<file path="src/verilog/mrg_pkg.sv">
// constants and state type for the mixer routing and gain register bank
package mrg_pkg;
  localparam int MRG_ADDR_W = 12;
  localparam int MRG_NPATH = 8;
  // register indices; byte address is four times the index
  localparam logic [9:0] MRG_IDX_AUX = 10'h05d;
  localparam logic [9:0] MRG_IDX_LOUT = 10'h060;
  localparam logic [9:0] MRG_IDX_ROUT = 10'h061;
  localparam logic [9:0] MRG_IDX_REC = 10'h062;
  // implemented bits per register
  localparam logic [15:0] MRG_MASK_AUX = 16'h9e07;
  localparam logic [15:0] MRG_MASK_LOUT = 16'h0eee;
  localparam logic [15:0] MRG_MASK_ROUT = 16'he0ee;
  localparam logic [15:0] MRG_MASK_REC = 16'h0e0f;
  localparam logic [15:0] MRG_RST_AUX = 16'h0000;
  localparam logic [15:0] MRG_RST_LOUT = 16'h0000;
  localparam logic [15:0] MRG_RST_ROUT = 16'h0000;
  localparam logic [15:0] MRG_RST_REC = 16'h0000;
  // aux control bit positions, and the record boost bit
  localparam int MRG_AUX_ENA_BIT = 15;
  localparam int MRG_AUX_RCONV_BIT = 12;
  localparam int MRG_AUX_LCONV_BIT = 11;
  localparam int MRG_AUX_ATTN_BIT = 10;
  localparam int MRG_AUX_RREC_BIT = 9;
  localparam int MRG_AUX_SECOND_BIT = 2;
  localparam int MRG_AUX_ROUT_BIT = 1;
  localparam int MRG_AUX_LOUT_BIT = 0;
  localparam int MRG_REC_BOOST_BIT = 0;
  // gain field lsb positions
  localparam int MRG_THIRD_LSB = 9;
  localparam int MRG_THIRD_R_LSB = 13;
  localparam int MRG_RPGA_LSB = 5;
  localparam int MRG_LPGA_LSB = 1;
  localparam int MRG_SECOND_LSB = 1;
  // gain decode: nonzero code n gives base + step*n dB
  localparam logic signed [5:0] MRG_GAIN_BASE_DB = -6'sd15;
  localparam logic signed [5:0] MRG_GAIN_STEP_DB = 6'sd3;
  localparam logic [1:0] MRG_RESP_OKAY = 2'b00;
  localparam logic [1:0] MRG_RESP_SLVERR = 2'b10;

  typedef struct packed {
    logic aw_got;
    logic [MRG_ADDR_W-1:0] awaddr;
    logic w_got;
    logic [31:0] wdata;
    logic [3:0] wstrb;
    logic bvalid;
    logic [1:0] bresp;
    logic rvalid;
    logic [31:0] rdata;
    logic [1:0] rresp;
    logic [15:0] aux;
    logic [15:0] lout;
    logic [15:0] rout;
    logic [15:0] rec;
    logic [MRG_NPATH-1:0][5:0] gain_db;
  } mrg_state_t;
endpackage

</file>
<file path="src/verilog/mrg_regs.sv">
// axi4-lite register bank for aux mixer routing and mixer path gains
`timescale 1ns/100ps
module mrg_regs (
  // clock and reset
  input wire logic aclk,
  input wire logic aresetn,
  // axi4-lite write address
  input wire logic awvalid,
  output logic awready,
  input wire logic [mrg_pkg::MRG_ADDR_W-1:0] awaddr,
  input wire logic [2:0] awprot,
  // axi4-lite write data
  input wire logic wvalid,
  output logic wready,
  input wire logic [31:0] wdata,
  input wire logic [3:0] wstrb,
  // axi4-lite write response
  output logic bvalid,
  input wire logic bready,
  output logic [1:0] bresp,
  // axi4-lite read address
  input wire logic arvalid,
  output logic arready,
  input wire logic [mrg_pkg::MRG_ADDR_W-1:0] araddr,
  input wire logic [2:0] arprot,
  // axi4-lite read data
  output logic rvalid,
  input wire logic rready,
  output logic [31:0] rdata,
  output logic [1:0] rresp,
  // aux output mixer controls
  output logic aux_mix_enable,
  output logic right_conv_to_aux,
  output logic left_conv_to_aux,
  output logic aux_attenuate,
  output logic right_rec_mix_to_aux,
  output logic right_out_mix_to_aux,
  output logic left_out_mix_to_aux,
  // path gains: raw code, path connected, gain in dB
  output logic [mrg_pkg::MRG_NPATH-1:0][2:0] path_gain_code,
  output logic [mrg_pkg::MRG_NPATH-1:0] path_on,
  output logic [mrg_pkg::MRG_NPATH-1:0][5:0] path_gain_db,
  output logic left_pga_rec_boost
);
  import mrg_pkg::*;

  mrg_state_t st_r;
  mrg_state_t st_nxt;
  logic [9:0] widx;
  logic [9:0] ridx;
  logic [15:0] wmask;
  logic [15:0] wbits;
  logic [31:0] rword;
  logic rhit;
  logic whit;
  logic wcommit;

  // handshake readies straight from state; one write and one read in flight
  assign awready = !st_r.aw_got && !st_r.bvalid;
  assign wready = !st_r.w_got && !st_r.bvalid;
  assign arready = !st_r.rvalid;

  assign widx = st_r.awaddr[11:2];
  assign ridx = araddr[11:2];
  // both write halves held, register update happens this cycle
  assign wcommit = st_r.aw_got && st_r.w_got && !st_r.bvalid;

  // only the low two byte lanes carry register bits
  assign wmask = {{8{st_r.wstrb[1]}}, {8{st_r.wstrb[0]}}};

  always_comb begin
    whit = 1'b1;
    wbits = 16'h0000;
    case (widx)
      MRG_IDX_AUX: wbits = MRG_MASK_AUX;
      MRG_IDX_LOUT: wbits = MRG_MASK_LOUT;
      MRG_IDX_ROUT: wbits = MRG_MASK_ROUT;
      MRG_IDX_REC: wbits = MRG_MASK_REC;
      default: whit = 1'b0;
    endcase
  end

  always_comb begin
    rhit = 1'b1;
    rword = 32'h0000_0000;
    case (ridx)
      MRG_IDX_AUX: rword = {16'h0000, st_r.aux & MRG_MASK_AUX};
      MRG_IDX_LOUT: rword = {16'h0000, st_r.lout & MRG_MASK_LOUT};
      MRG_IDX_ROUT: rword = {16'h0000, st_r.rout & MRG_MASK_ROUT};
      MRG_IDX_REC: rword = {16'h0000, st_r.rec & MRG_MASK_REC};
      default: rhit = 1'b0;
    endcase
  end

  // gain code to dB, zero means disconnected
  function automatic logic signed [5:0] gain_of(input logic [2:0] code);
    logic signed [5:0] g;
    g = 6'sd0;
    if (code != 3'b000) begin
      g = 6'(MRG_GAIN_BASE_DB + MRG_GAIN_STEP_DB * $signed({3'b000, code}));
    end
    return g;
  endfunction

  always_comb begin
    st_nxt = st_r;
    if (awvalid && awready) begin
      st_nxt.aw_got = 1'b1;
      st_nxt.awaddr = awaddr;
    end
    if (wvalid && wready) begin
      st_nxt.w_got = 1'b1;
      st_nxt.wdata = wdata;
      st_nxt.wstrb = wstrb;
    end
    if (st_r.aw_got && st_r.w_got && !st_r.bvalid) begin
      st_nxt.aw_got = 1'b0;
      st_nxt.w_got = 1'b0;
      st_nxt.bvalid = 1'b1;
      st_nxt.bresp = whit ? MRG_RESP_OKAY : MRG_RESP_SLVERR;
      case (widx)
        MRG_IDX_AUX:
          st_nxt.aux = (st_r.aux & ~(wmask & wbits)) | (st_r.wdata[15:0] & wmask & wbits);
        MRG_IDX_LOUT:
          st_nxt.lout = (st_r.lout & ~(wmask & wbits)) | (st_r.wdata[15:0] & wmask & wbits);
        MRG_IDX_ROUT:
          st_nxt.rout = (st_r.rout & ~(wmask & wbits)) | (st_r.wdata[15:0] & wmask & wbits);
        MRG_IDX_REC:
          st_nxt.rec = (st_r.rec & ~(wmask & wbits)) | (st_r.wdata[15:0] & wmask & wbits);
        default: st_nxt.bresp = MRG_RESP_SLVERR;
      endcase
    end
    if (st_r.bvalid && bready) begin
      st_nxt.bvalid = 1'b0;
    end
    if (st_r.rvalid && rready) begin
      st_nxt.rvalid = 1'b0;
    end
    if (arvalid && arready) begin
      st_nxt.rvalid = 1'b1;
      st_nxt.rdata = rword;
      st_nxt.rresp = rhit ? MRG_RESP_OKAY : MRG_RESP_SLVERR;
    end
    // decoded gains follow the codes one cycle later
    for (int i = 0; i < MRG_NPATH; i++) begin
      st_nxt.gain_db[i] = gain_of(path_gain_code[i]);
    end
  end

  always_ff @(posedge aclk) begin
    if (!aresetn) begin
      st_r <= '0;
      st_r.aux <= MRG_RST_AUX;
      st_r.lout <= MRG_RST_LOUT;
      st_r.rout <= MRG_RST_ROUT;
      st_r.rec <= MRG_RST_REC;
    end else begin
      st_r <= st_nxt;
    end
  end

  assign bvalid = st_r.bvalid;
  assign bresp = st_r.bresp;
  assign rvalid = st_r.rvalid;
  assign rdata = st_r.rdata;
  assign rresp = st_r.rresp;

  assign aux_mix_enable = st_r.aux[MRG_AUX_ENA_BIT];
  assign right_conv_to_aux = st_r.aux[MRG_AUX_RCONV_BIT];
  assign left_conv_to_aux = st_r.aux[MRG_AUX_LCONV_BIT];
  assign aux_attenuate = st_r.aux[MRG_AUX_ATTN_BIT];
  assign right_rec_mix_to_aux = st_r.aux[MRG_AUX_RREC_BIT];
  assign right_out_mix_to_aux = st_r.aux[MRG_AUX_ROUT_BIT];
  assign left_out_mix_to_aux = st_r.aux[MRG_AUX_LOUT_BIT];
  assign left_pga_rec_boost = st_r.rec[MRG_REC_BOOST_BIT];

  assign path_gain_code[0] = st_r.lout[MRG_THIRD_LSB +: 3];
  assign path_gain_code[1] = st_r.lout[MRG_RPGA_LSB +: 3];
  assign path_gain_code[2] = st_r.lout[MRG_LPGA_LSB +: 3];
  assign path_gain_code[3] = st_r.rout[MRG_THIRD_R_LSB +: 3];
  assign path_gain_code[4] = st_r.rout[MRG_RPGA_LSB +: 3];
  assign path_gain_code[5] = st_r.rout[MRG_LPGA_LSB +: 3];
  assign path_gain_code[6] = st_r.rec[MRG_THIRD_LSB +: 3];
  assign path_gain_code[7] = st_r.rec[MRG_SECOND_LSB +: 3];

  genvar g;
  generate
    for (g = 0; g < MRG_NPATH; g++) begin : g_path
      assign path_on[g] = path_gain_code[g] != 3'b000;
      assign path_gain_db[g] = st_r.gain_db[g];
    end
  endgenerate

  AST_AUX_ENA: assert property (@(posedge aclk) disable iff (!aresetn)
    (st_r.aw_got && st_r.w_got && !st_r.bvalid && widx == MRG_IDX_AUX && st_r.wstrb[1])
    |=> aux_mix_enable == $past(st_r.wdata[15]) && bvalid)
    else $error("aux enable not loaded from write");

  AST_ATTN: assert property (@(posedge aclk) disable iff (!aresetn)
    (st_r.aw_got && st_r.w_got && !st_r.bvalid && widx == MRG_IDX_AUX && st_r.wstrb[1])
    |=> aux_attenuate == $past(st_r.wdata[10]))
    else $error("attenuate bit not loaded from write");

  AST_OUT_LSB: assert property (@(posedge aclk) disable iff (!aresetn)
    (st_r.aw_got && st_r.w_got && !st_r.bvalid && widx == MRG_IDX_AUX && st_r.wstrb[0])
    |=> left_out_mix_to_aux == $past(st_r.wdata[0]))
    else $error("left output mixer route not loaded");

  AST_GAIN_DEC: assert property (@(posedge aclk) disable iff (!aresetn)
    ##1 ($past(path_gain_code[0]) == 3'b111) |-> $signed(path_gain_db[0]) == 6'sd6)
    else $error("code 111 does not decode to +6dB");

  AST_GAIN_LOW: assert property (@(posedge aclk) disable iff (!aresetn)
    ##1 ($past(path_gain_code[4]) == 3'b011) |-> $signed(path_gain_db[4]) == -6'sd6)
    else $error("code 011 does not decode to -6dB");

  AST_RESET_ZERO: assert property (@(posedge aclk)
    $rose(aresetn) |-> path_on == '0 && !left_pga_rec_boost && !aux_mix_enable)
    else $error("paths not disconnected after reset");

  AST_RSVD_READ: assert property (@(posedge aclk) disable iff (!aresetn)
    (arvalid && arready && ridx == MRG_IDX_LOUT)
    |=> rvalid && (rdata & ~{16'h0000, MRG_MASK_LOUT}) == 32'h0000_0000)
    else $error("undescribed bits read nonzero");

  AST_READBACK: assert property (@(posedge aclk) disable iff (!aresetn)
    (arvalid && arready && ridx == MRG_IDX_REC)
    |=> rdata[3:1] == $past(path_gain_code[7]))
    else $error("second left gain readback mismatch");

  AST_WRESP: assert property (@(posedge aclk) disable iff (!aresetn)
    (awvalid && awready && wvalid && wready) |=> ##1 bvalid)
    else $error("write response late");

  AST_RCONV: assert property (@(posedge aclk) disable iff (!aresetn)
    (wcommit && widx == MRG_IDX_AUX && st_r.wstrb[1])
    |=> right_conv_to_aux == $past(st_r.wdata[12]))
    else $error("right converter route not loaded");

  AST_LCONV: assert property (@(posedge aclk) disable iff (!aresetn)
    (wcommit && widx == MRG_IDX_AUX && st_r.wstrb[1])
    |=> left_conv_to_aux == $past(st_r.wdata[11]))
    else $error("left converter route not loaded");

  AST_RREC: assert property (@(posedge aclk) disable iff (!aresetn)
    (wcommit && widx == MRG_IDX_AUX && st_r.wstrb[1])
    |=> right_rec_mix_to_aux == $past(st_r.wdata[9]))
    else $error("right record mixer route not loaded");

  AST_ROUT_AUX: assert property (@(posedge aclk) disable iff (!aresetn)
    (wcommit && widx == MRG_IDX_AUX && st_r.wstrb[0])
    |=> right_out_mix_to_aux == $past(st_r.wdata[1]))
    else $error("right output mixer route not loaded");

  AST_AUX_HOLD: assert property (@(posedge aclk) disable iff (!aresetn)
    !(wcommit && widx == MRG_IDX_AUX) |=> $stable(aux_mix_enable))
    else $error("aux enable changed without a write");

  AST_GAIN_OFF: assert property (@(posedge aclk) disable iff (!aresetn)
    (path_gain_code[1] == 3'b000) |-> !path_on[1])
    else $error("code 000 does not disconnect the path");

  AST_GAIN_M12: assert property (@(posedge aclk) disable iff (!aresetn)
    ($past(path_gain_code[2]) == 3'b001) |-> $signed(path_gain_db[2]) == -6'sd12)
    else $error("code 001 does not decode to -12dB");

  AST_GAIN_M9: assert property (@(posedge aclk) disable iff (!aresetn)
    ($past(path_gain_code[5]) == 3'b010) |-> $signed(path_gain_db[5]) == -6'sd9)
    else $error("code 010 does not decode to -9dB");

  AST_GAIN_P3: assert property (@(posedge aclk) disable iff (!aresetn)
    ($past(path_gain_code[3]) == 3'b110) |-> $signed(path_gain_db[3]) == 6'sd3)
    else $error("code 110 does not decode to +3dB");

  AST_LOUT_THIRD: assert property (@(posedge aclk) disable iff (!aresetn)
    (wcommit && widx == MRG_IDX_LOUT && st_r.wstrb[1])
    |=> path_gain_code[0] == $past(st_r.wdata[11:9]))
    else $error("left out third left gain not loaded");

  AST_LOUT_RPGA: assert property (@(posedge aclk) disable iff (!aresetn)
    (wcommit && widx == MRG_IDX_LOUT && st_r.wstrb[0])
    |=> path_gain_code[1] == $past(st_r.wdata[7:5]))
    else $error("left out right amplifier gain not loaded");

  AST_LOUT_LPGA: assert property (@(posedge aclk) disable iff (!aresetn)
    (wcommit && widx == MRG_IDX_LOUT && st_r.wstrb[0])
    |=> path_gain_code[2] == $past(st_r.wdata[3:1]))
    else $error("left out left amplifier gain not loaded");

  AST_ROUT_THIRD: assert property (@(posedge aclk) disable iff (!aresetn)
    (wcommit && widx == MRG_IDX_ROUT && st_r.wstrb[1])
    |=> path_gain_code[3] == $past(st_r.wdata[15:13]))
    else $error("right out third right gain not loaded");

  AST_ROUT_RPGA: assert property (@(posedge aclk) disable iff (!aresetn)
    (wcommit && widx == MRG_IDX_ROUT && st_r.wstrb[0])
    |=> path_gain_code[4] == $past(st_r.wdata[7:5]))
    else $error("right out right amplifier gain not loaded");

  AST_ROUT_LPGA: assert property (@(posedge aclk) disable iff (!aresetn)
    (wcommit && widx == MRG_IDX_ROUT && st_r.wstrb[0])
    |=> path_gain_code[5] == $past(st_r.wdata[3:1]))
    else $error("right out left amplifier gain not loaded");

  AST_REC_THIRD: assert property (@(posedge aclk) disable iff (!aresetn)
    (wcommit && widx == MRG_IDX_REC && st_r.wstrb[1])
    |=> path_gain_code[6] == $past(st_r.wdata[11:9]))
    else $error("record third left gain not loaded");

  AST_REC_SECOND: assert property (@(posedge aclk) disable iff (!aresetn)
    (wcommit && widx == MRG_IDX_REC && st_r.wstrb[0])
    |=> path_gain_code[7] == $past(st_r.wdata[3:1]))
    else $error("record second left gain not loaded");

  AST_BOOST: assert property (@(posedge aclk) disable iff (!aresetn)
    (wcommit && widx == MRG_IDX_REC && st_r.wstrb[0])
    |=> left_pga_rec_boost == $past(st_r.wdata[0]))
    else $error("record boost bit not loaded");

  AST_RESET_REGS: assert property (@(posedge aclk)
    $rose(aresetn) |-> path_gain_code == '0 && path_gain_db == '0)
    else $error("gain fields not cleared by reset");

  AST_WR_UNMAP: assert property (@(posedge aclk) disable iff (!aresetn)
    (wcommit && !whit) |=> bvalid && bresp == MRG_RESP_SLVERR)
    else $error("unmapped write not refused");

  AST_RD_UNMAP: assert property (@(posedge aclk) disable iff (!aresetn)
    (arvalid && arready && !rhit)
    |=> rvalid && rresp == MRG_RESP_SLVERR && rdata == 32'h0000_0000)
    else $error("unmapped read not refused");

  AST_RD_UPPER: assert property (@(posedge aclk) disable iff (!aresetn)
    rvalid |-> rdata[31:16] == 16'h0000)
    else $error("upper read bits not zero");

  AST_RVALID_HOLD: assert property (@(posedge aclk) disable iff (!aresetn)
    (rvalid && !rready) |=> rvalid && $stable(rdata) && $stable(rresp))
    else $error("read answer dropped before taken");

  AST_BVALID_HOLD: assert property (@(posedge aclk) disable iff (!aresetn)
    (bvalid && !bready) |=> bvalid && $stable(bresp))
    else $error("write answer dropped before taken");
endmodule

</file>
<file path="config.mk">
export PLATFORM = sky130hd
export DESIGN_NAME = mrg_regs
export DESIGN_NICKNAME = d
export VERILOG_FILES = /design/src/verilog/mrg_pkg.sv /design/src/verilog/mrg_regs.sv
export SDC_FILE = /design/constraint.sdc
export NUM_CORES = 1
export LEC_CHECK = 0
export ABC_AREA = 1
export BUFFER_PORTS_ARGS = -buffer_cell sky130_fd_sc_hd__buf_2
export CAP_MARGIN = 20
export CORE_MARGIN = 2
export CORE_UTILIZATION = 50
export CTS_CLUSTER_SIZE = 25
export DETAILED_ROUTE_END_ITERATION = 8
export PLACE_DENSITY = 0.89
export SKIP_LAST_GASP = 1
export SYNTH_ARGS = -nofsm -noshare
export SYNTH_HDL_FRONTEND = slang
export SYNTH_SLANG_ARGS = --single-unit
</file>
<file path="constraint.sdc">
create_clock -name aclk -period 2.3 [get_ports aclk]
set_input_delay 0.46 -clock aclk [delete_from_list [all_inputs] [get_ports aclk]]
set_output_delay 0.46 -clock aclk [all_outputs]
set_load 0.05 [all_outputs]
</file>
==> metrics.md, run 1 <==
| Metric | Value |
|---|---|
| Outcome | `complete, no violations` |
| Reg2Reg Depth | `7` |
| Reg clk slew, reported paths | `60 ps` |
| Critical path's largest stage delay | `550 ps` |
| Crit Reg-Reg Startpoint | `path_gain_code[6]` |
| Worst hold path endpoint | `bvalid` |
| DRC viols | `0` |
| Core area | `13140 um2` |
| Reg2reg end | `path_gain_db[16]` |
| Critical path launch point type | `flip-flop` |
| Die ar. | `14290 um2` |
| Fillers | `1225` |
| Commonest cells post-synth | `141 x nor2_1, 127 x dfxtp_1, 109 x buf_4, 108 x nand2_1, 72 x inv_1` |
| Non-Filler Instances | `1106` |
| Syn_area_per_cell | `7.869 um2` |
| Antenna viol nets, final | `0` |
| Die X | `119.5 um` |
| Later-pin clock latency in the skew report | `420 ps` |
| Die H | `119.5 um` |
| Setup TNS | `0 ps` |
| CP Max Fanout | `8` |
| Post-CTS sizing | `0` |
| Arrival time of the worst setup path | `1700 ps` |
| Pwr Density | `725.3 nW/um2` |
| Clock Skews | `7.440 ps` |
| CTS tree | `done` |
| Post-synth ARST share | `0` |
| P_leak | `0.003676 uW` |
| Via count | `5336` |
| Leading area contributor after synthesis | `dfxtp_1` |
| Postcts setup bufs | `0` |
| Grt total ovfl | `0` |
| First-pass DRT Iterations | `7` |
| Crit-path cells | `inv_1 > ha_1 > nand2_1 > buf_2` |
| Initial core utilization | `0.5079` |
| Ranking of synthesized cells by area | `dfxtp_1 38%, buf_4 12%, nor2_1 7.9%` |
| Number of H-tree levels | `4` |
| Rel. slew slack | `0.4734` |
| Ports | `202` |
| Initial DRC count | `262` |
| Post-synthesis sequential area ratio | `0.3810` |
| Hold depth | `2` |
| RSZ-0062 raised after global routing | `false` |
| Post-synth top area share | `0.3810` |
| Fin util | `0.5686` |
| Vias in the first global route | `5026` |
| Antenna violations before repair | `2` |
| Netlist cell types | `36` |
| Critical path endpoint category | `primary output` |
| Synth Register Bits | `127` |
| Routability Congestion | `0.8263` |
| Synthesized cell area | `6673 um2` |
| Wire length of the first global-routing pass | `24050 um` |
| R2r setup slk | `470 ps` |
| Port bufs | `151` |
| Post-synth EDFFs | `0` |
| Share of cells above drive strength 1 | `0.2304` |
| Worst Tran Pin Value | `789.0 ps` |
| CTS buffer count | `17` |
| Cells after DPL | `1073` |
| Number of vias per cell | `4.825` |
| Max clock buf depth | `2` |
| Max-slew violation count | `0` |
| Main flop type after synthesis | `dfxtp_1` |
| Routed WL per cell | `13.40 um` |
| Worst hold path class | `input pin to flip-flop` |
| Row cnt | `42` |
| Tcrit/Tclk final | `0.9405` |
| Hold Fails Final Rpt | `0` |
| Required time of the critical path | `1840 ps` |
| Cts hold-fix bufs | `0` |
| Critical-path top delay cell | `dfxtp_1` |
| Max VDD drop | `386.0 uV` |
| Detailed Place HPWL | `11100 um` |
| MaxCap Viol Count | `0` |
| Most frequent cell after synthesis | `nor2_1` |
| Yosys warns | `0` |
| Fmax | `462.3 MHz` |
| Post-Syn Instances | `848` |
| Pin count of the biggest net entering global routing | `59` |
| Layout Nets | `1037` |
| CP Class | `flip-flop to primary output` |
| Area Overhead vs Synth | `11.94%` |
| Clk sinks | `127` |
| Final setup viols | `0` |
| Min Tclk post-route | `2163 ps` |
| Root Buffer | `clkbuf_16` |
| GRT Total Usage | `0.2159` |
| Hold path startpoint | `bready` |
| Drt total wl | `14820 um` |
==> per-layer routing <==
layer | GRT usage | wire [um] | vias to the layer above
met5 | 0 | 13 | -
met4 | 0.1044 | 403 | 2
met3 | 0.06036 | 919 | 35
met2 | 0.3679 | 7353 | 174
met1 | 0.2498 | 6131 | 2400
li1 | - | - | 2725
==> worst max-delay path: cells and delay by family, from the launching register on <==
family,cells,cell delay [ps]
AND/OR/NAND/NOR,1,100
buffers and inverters,2,420
adder cells (fa/ha/maj),1,220
flip-flops,1,550
==> how the worst max path moves through the flow <==
stage                                  start                to  slack [ps]  cells after the start
final                     path_gain_code[21]        path_on[7]         140                      4
after global routing      path_gain_code[22]        path_on[7]          60                      4
after CTS                 path_gain_code[21]        path_on[7]         120                      4
after detailed placement   path_gain_code[6]  path_gain_db[16]         500                      7
after global placement     path_gain_code[6]  path_gain_db[16]         570                      7
after floorplan                       bvalid         st_r[151]         170                      6
==> logic make-up after synthesis <==
logic type | synth area share
other | 0.0005620
DFF | 0.3810
xor gates and xnor gates | 0.02231
adders and majority gates | 0.09901
buffers and inverters | 0.1768
AOI/OAI and AO/OA | 0.09807
and+or+nand+nor | 0.2222
==> per-stage QoR <==
stage | power (uW) | cell area (um2) | hold slack (ps) | setup WS (ps)
floorplan | 2687 | 6744 | 433.1 | 172.4
global placement | 2751 | 6863 | 440.9 | 568.6
detailed placement | 2762 | 6863 | 454.5 | 501.7
CTS | 5451 | 7467 | 225.0 | 116.7
global route | 5613 | 7470 | 233.1 | 55.08
finish | 5418 | 7470 | 246.0 | 136.9
==> cells in the final DEF, fill, tap and decap left out, types with 3 or more instances in the layout <==
cell type,instances
buf_2,151
clkinv_2,3
nand4_1,17
o21ai_0,50
o21a_1,6
nor3b_1,11
conb_1,20
a21oi_1,52
nor3_1,5
xnor2_1,11
fa_1,8
a21o_1,3
clkinvlp_4,3
nand2_2,7
dfxtp_1,127
inv_1,72
nand3_1,24
clkbuf_16,17
buf_4,6
o21ai_1,6
nor2_1,141
nor2_4,4
xor2_1,6
clkbuf_8,5
nand2_1,108
o22ai_1,6
ha_1,40
nor2_2,6
==> layout make-up <==
class                   instances  area [um2]  area share
diodes                          1       2.502   0.0003350
clock buffers                  23       498.0     0.06667
well taps                     176       220.2     0.02948
clock inverters                 9       106.4     0.01424
repair buffers                157       800.8      0.1072
flip-flops and latches        127        2542      0.3404
multi-input cells             539        3022      0.4045
inverters                      74       277.8     0.03719
==> sequential cells by signal, summed over array words and instances (netlist names) <==
name                  flops
rdata                    14
bresp                     1
right_out_mix_to_aux      1
right_rec_mix_to_aux      1
aux_mix_enable            1
rresp                     1
rvalid                    1
left_out_mix_to_aux       1
path_gain_db             48
left_pga_rec_boost        1
st_r                     29
path_gain_code           24
bvalid                    1
right_conv_to_aux         1
left_conv_to_aux          1
aux_attenuate             1
==> power breakdown <==
part | switching, uW | internal (uW) | total [uW]
clock | 967 | 1730 | 2700
sequential | 55.7 | 2260 | 2310
combinational | 302 | 102 | 404
total | 1320 | 4090 | 5420
Power figures use the tool's default switching activity.
==> run 2, diff against run 1 <==
ABC_AREA = unset   (was 1)
==> metrics.md, run 2 <==
| Metric | Value |
|---|---|
| RSZ-0062 raised after global routing | `false` |
| Arrival time of the worst setup path | `1640 ps (-60 ps)` |
| Area Overhead vs Synth | `13.65%` |
| N_diodes | `0 (-1)` |
| Die X | `119.0 um (-0.40%)` |
| Clock Skews | `11.47 ps (+4.030 ps)` |
| Max-slew violation count | `0 (unchanged)` |
| Routed WL per cell | `14.02 um (+4.6%)` |
| Share of cells above drive strength 1 | `0.2488 (+0.01846)` |
| CP Class | `flip-flop to primary output` |
| Leading area contributor after synthesis | `dfxtp_1` |
| Die H | `119.0 um (-0.40%)` |
| Synth Register Bits | `127 (unchanged)` |
| Non-Filler Instances | `1020 (-7.8%)` |
| Critical path launch point type | `flip-flop` |
| Tcrit/Tclk final | `0.9133 (-0.02716)` |
| Worst hold path class | `input pin to flip-flop` |
| First-pass DRT Iterations | `4 (-3)` |
| Fillers | `1149 (-6.2%)` |
| Root Buffer | `clkbuf_16` |
| Most frequent cells in the layout | `151 x buf_2, 127 x dfxtp_1, 120 x nand2_1` |
| Detailed Place HPWL | `10840 um (-2.4%)` |
| Routability Congestion | `0.8844 (+7.0%)` |
| Number of H-tree levels | `4 (unchanged)` |
| Yosys warns | `0 (unchanged)` |
| Setup TNS | `0 ps (unchanged)` |
| Critical path endpoint category | `primary output` |
| Grt total ovfl | `0 (unchanged)` |
| Synthesized cell area | `6618 um2 (-0.83%)` |
| Final setup viols | `0 (unchanged)` |
| Drt total wl | `14300 um (-3.5%)` |
| P_leak | `0.003346 uW (-9.0%)` |
| Rel. slew slack | `0.5732 (+0.09984)` |
| Clk sinks | `127 (unchanged)` |
| Post-CTS sizing | `0 (unchanged)` |
| Pin count of the biggest net entering global routing | `46 (-22%)` |
| Number of vias per cell | `4.955 (+2.7%)` |
| Port bufs | `151 (unchanged)` |
| Syn_area_per_cell | `8.777 um2 (+12%)` |
| Commonest non-fill, non-tap cell in the layout | `buf_2` |
| Reg clk slew, reported paths | `60 ps (about the same)` |
| Vias in the first global route | `4572 (-9.0%)` |
| Via count | `5054 (-5.3%)` |
| DRC viols | `0 (unchanged)` |
| CP Max Fanout | `9 (+1)` |
| Max reg flops | `48 (unchanged)` |
| Max clock buf depth | `2 (unchanged)` |
| CTS buffer count | `17 (unchanged)` |
| Cells after DPL | `988 (-7.9%)` |
| Antenna viol nets, final | `0 (unchanged)` |
| Ports | `202 (unchanged)` |
| GRT Total Usage | `0.2034 (-0.01249)` |
| Wire length of the first global-routing pass | `22790 um (-5.3%)` |
| Outcome | `complete, no violations` |
| Row cnt | `42 (unchanged)` |
| Cts hold-fix bufs | `0 (unchanged)` |
| Initial DRC count | `328 (+25%)` |
| Commonest cells post-synth | `127 x dfxtp_1, 120 x nand2_1, 108 x buf_4, 51 x nor2_1, 50 x a21oi_1` |
| Placed Area | `6914 um2 (+0.75%)` |
| Min Tclk post-route | `2101 ps (-62.46 ps)` |
| Later-pin clock latency in the skew report | `420 ps (about the same)` |
| Layout Nets | `952 (-8.2%)` |
| Netlist cell types | `48 (+33%)` |
| Most frequent cell after synthesis | `dfxtp_1` |
| Pwr Density | `711.9 nW/um2 (-1.9%)` |
| Design Area, Final | `7521 um2 (+0.69%)` |
| Fmax | `476.0 MHz (+3.0%)` |
| Core area | `13090 um2 (-0.40%)` |
| Post-synth top area share | `0.3842 (+0.003170)` |
| Max VDD drop | `437.2 uV (+13%)` |
| Post-synthesis sequential area ratio | `0.3842 (+0.003170)` |
| CTS tree | `done` |
| Post-synth ARST share | `0 (unchanged)` |
| Worst Tran Pin Value | `637.8 ps (-151.2 ps)` |
| Postcts setup bufs | `0 (unchanged)` |
| Required time of the critical path | `1840 ps (about the same)` |
| Post-Syn Instances | `754 (-11%)` |
| Ranking of synthesized cells by area | `dfxtp_1 38%, buf_4 12%, ha_1 7.6%` |
| Initial core utilization | `0.5057 (-0.002168)` |
| Main flop type after synthesis | `dfxtp_1` |
| MaxCap Viol Count | `0 (unchanged)` |
| Post-synth EDFFs | `0 (unchanged)` |
| Hold Fails Final Rpt | `0 (unchanged)` |
| Antenna violations before repair | `0 (-2)` |
| Die ar. | `14170 um2 (-0.79%)` |
==> run 2: cell types whose count changed after synthesis, moves of 12 or more <==
cell     change
nor2_1      -90
inv_1       -45
mux2i_1     +31
o21ai_0     -27
xnor2_1     +16
nor3_1      +13
nand2_1     +12
==> run 2: worst max-delay path: stages (launching register included) <==
cell	delay (ps)
dfxtp_1	540
inv_1	80
ha_1	210
nand2b_1	110
buf_2	270
==> run 2: final timing paths <==
kind	start	end	slack, ps	cells after the start
min	rready	rvalid	210	2
min reg2reg	rdata[5]	rdata[5]	450	2
max	path_gain_code[0]	path_on[0]	200	4
max reg2reg	st_r[191]	path_gain_code[23]	360	4
==> run 2: per-layer routing <==
layer,global-route usage,share of wire,wire length (um),vias up
met4,0.08780,0.024,347,0
met5,0,0,0,-
met1,0.2522,0.44,6244,2311
li1,-,-,-,2538
met2,0.3348,0.47,6733,183
met3,0.05172,0.068,977,22
==> run 2: layout make-up <==
class | count | area, um2 | area share
inverter | 28 | 105.1 | 0.01397
tap | 176 | 220.2 | 0.02928
sequential | 127 | 2542 | 0.3380
clock buffer | 21 | 470.5 | 0.06255
clock inverter | 11 | 136.4 | 0.01813
multi-input combinational | 487 | 3136 | 0.4169
timing repair buffer | 170 | 910.9 | 0.1211
==> run 2: where the power goes <==
part	switching [uW]	internal, uW	leakage (uW)
registers	38.4	2240	0.00103
logic	253	85.8	0.00202
clock network	956	1780	0.000303
==> run 2: kinds of logic after synthesis <==
kind of cell / count (synthesis) / share of synthesized area
and+or+nand+nor: 259 / 0.1862
buffers and inverters: 159 / 0.1528
DFF: 127 / 0.3842
AOI/OAI and AO/OA: 97 / 0.08716
adders and majority gates: 48 / 0.09983
xor gates and xnor gates: 32 / 0.04235
muxes: 31 / 0.04689
other: 1 / 0.0005667
==> run 2: per-stage QoR <==
stage	utilization	hold slack [ps]	setup WS (ps)	total power (uW)
CTS	0.5748	205.7	193.4	5383
floorplan	-	426.3	53.61	2590
detailed placement	0.5284	442.7	85.71	2661
global placement	0.5284	432.9	133.3	2654
global route	0.5748	206.0	84.48	5528
finish	0.5748	213.5	199.3	5354
==> run 3, diff against run 2 <==
CORE_MARGIN = 4   (was 2)
CORE_UTILIZATION = 40   (was 50)
CTS_BUF_LIST = sky130_fd_sc_hd__clkbuf_4   (was unset)
PLACE_DENSITY = 0.76   (was 0.89)
==> metrics.md, run 3 (synthesized netlist as in run 2, its figures left out) <==
| Metric | Value |
|---|---|
| Outcome | `complete, no violations` |
| WHS | `69.98 ps (-143.5 ps)` |
| CP Max Fanout | `9 (unchanged)` |
| Placed Area | `6949 um2 (+0.51%)` |
| DRC viols | `0 (unchanged)` |
| P_leak | `0.003197 uW (-4.5%)` |
| Pin count of the biggest net entering global routing | `46 (unchanged)` |
| CP startpoint | `path_gain_code[3]` |
| Max-slew violation count | `0 (unchanged)` |
| R2r setup slk | `320 ps (-40 ps)` |
| Most frequent cells in the layout | `150 x buf_2, 120 x nand2_1, 115 x dfxtp_1` |
| Critical path launch point type | `flip-flop` |
| Fin util | `0.4539 (-0.1209)` |
| Routed WL per cell | `14.34 um (+2.2%)` |
| Clock Skews | `16.05 ps (+4.579 ps)` |
| Number of vias per cell | `4.695 (-5.3%)` |
| Critical path endpoint category | `primary output` |
| Crit path to | `path_on[1]` |
| Max clock buf depth | `2 (unchanged)` |
| Fillers | `1609 (+40%)` |
| Pwr Density | `597.0 nW/um2 (-16%)` |
| Port bufs | `151 (unchanged)` |
| Design Area, Final | `7288 um2 (-3.1%)` |
| Min Tclk post-route | `2213 ps (+112.6 ps)` |
| Initial core utilization | `0.4121 (-0.09363)` |
| Drt total wl | `15170 um (+6.1%)` |
| RSZ-0062 raised after global routing | `true` |
| Layout Nets | `950 (-0.21%)` |
| Die X | `136.6 um (+15%)` |
| Max reg flops | `48 (unchanged)` |
| Commonest non-fill, non-tap cell in the layout | `buf_2` |
| MaxCap Viol Count | `0 (unchanged)` |
| Clk sinks | `127 (unchanged)` |
| Ports | `202 (unchanged)` |
| Vias in the first global route | `4408 (-3.6%)` |
| Required time of the critical path | `1840 ps (about the same)` |
| Max VDD drop | `330.8 uV (-24%)` |
| GRT Total Usage | `0.1605 (-0.04293)` |
| Row cnt | `46 (+9.5%)` |
| Core area | `16060 um2 (+23%)` |
| Reg clk slew, reported paths | `120 ps (+60 ps)` |
| Initial DRC count | `356 (+8.5%)` |
| Pre-CTS setup slack | `31.18 ps (-54.53 ps)` |
| Number of H-tree levels | `4 (unchanged)` |
| Fmax | `451.8 MHz (-5.1%)` |
| Reg2reg end | `path_gain_code[0]` |
| Grt total ovfl | `0 (unchanged)` |
| Final setup viols | `0 (unchanged)` |
| Reg2Reg Depth | `5 (+1)` |
| Crit Reg-Reg Startpoint | `st_r[191]` |
| Antenna viol nets, final | `0 (unchanged)` |
| Worst hold path class | `input pin to flip-flop` |
| Antenna violations before repair | `0 (unchanged)` |
| Cts hold-fix bufs | `0 (unchanged)` |
| Die H | `136.6 um (+15%)` |
| CTS buffer count | `17 (unchanged)` |
| CTS tree | `done` |
| Die ar. | `18670 um2 (+32%)` |
| Via count | `4967 (-1.7%)` |
| Final Worst Setup Slack | `86.75 ps (-112.6 ps)` |
| First-pass DRT Iterations | `5 (+1)` |
| Wire length of the first global-routing pass | `23190 um (+1.8%)` |
| Detailed Place HPWL | `11580 um (+6.8%)` |
| Area Overhead vs Synth | `10.13%` |
| Tcrit/Tclk final | `0.9623 (+0.04895)` |
| Rel. slew slack | `0.6048 (+0.03161)` |
| CP Class | `flip-flop to primary output` |
| Root Buffer | `clkbuf_4` |
| Share of cells above drive strength 1 | `0.2601 (+0.01128)` |
| Routability Congestion | `0.8359 (-5.5%)` |
| Tot Pwr | `4351 uW (-19%)` |
| Worst Tran Pin Value | `590.6 ps (-47.24 ps)` |
| Later-pin clock latency in the skew report | `550 ps (+130 ps)` |
| Hold Fails Final Rpt | `0 (unchanged)` |
| Arrival time of the worst setup path | `1750 ps (+110 ps)` |
| N_diodes | `0 (unchanged)` |
| Postcts setup bufs | `0 (unchanged)` |
## run 3: cell count changes in the layout (fill, tap and decap cells not counted), moves of 2 or more
| cell | delta |
|---|---|
| clkbuf_4 | +18 |
| clkbuf_16 | -17 |
| dfxtp_1 | -12 |
| dfxtp_2 | +12 |
| clkinv_2 | -4 |
| clkbuf_8 | -3 |
| clkinvlp_4 | +3 |
| buf_4 | -2 |
| clkinv_1 | +2 |
| clkinv_4 | +2 |
## run 3: worst min path at each step
stage	end	slack [ps]	from	cells after the start
after global placement	rdata[5]	440	rdata[5]	2
after global routing	rvalid	30	rready	2
after floorplan	rdata[5]	430	rdata[5]	2
after CTS	rvalid	20	rready	2
after detailed placement	rdata[6]	450	rdata[6]	2
final	rvalid	70	rready	2
## run 3: stage by stage
stage                     TNS (ps)  instances
final                            0       1058
after CTS                        0       1058
after global placement           0       1026
after detailed placement         0       1026
after global routing        -48.69       1058
after floorplan                  0        773
## run 3: repair_timing
action	CTS	global route
gates cloned	0	0
endpoints found under the setup margin	3	7
resized for setup	4	9
## run 3: power by group
group | switching [uW] | internal (uW) | leakage [uW]
Combinational | 255 | 85.3 | 0.00200
Clock | 881 | 855 | 0.000159
Sequential | 38.1 | 2240 | 0.00103
Total | 1170 | 3180 | 0.00320
## run 3: metal layers
layer	vias up	track usage	wire length (um)
met5	-	0	0
met4	0	0.05543	240
met3	17	0.04154	1136
met2	159	0.2577	7047
met1	2261	0.2095	6742
li1	2530	-	-
## run 3: final cells by class
class                           instances  area (um2)  share of cell area
Clock buffer                           17       127.6             0.01751
Inverter                               28       105.1             0.01442
Multi-Input combinational cell        487        3136              0.4302
Timing Repair Buffer                  168       898.4              0.1233
Sequential cell                       127        2557              0.3509
Tap cell                              216       270.3             0.03708
Clock inverter                         15       193.9             0.02661
## run 3: critical path, cell delays in order (launching register included)
cell and delay [ps]:
dfxtp_1 560, inv_1 90, ha_1 200, nand2b_1 90, buf_2 270
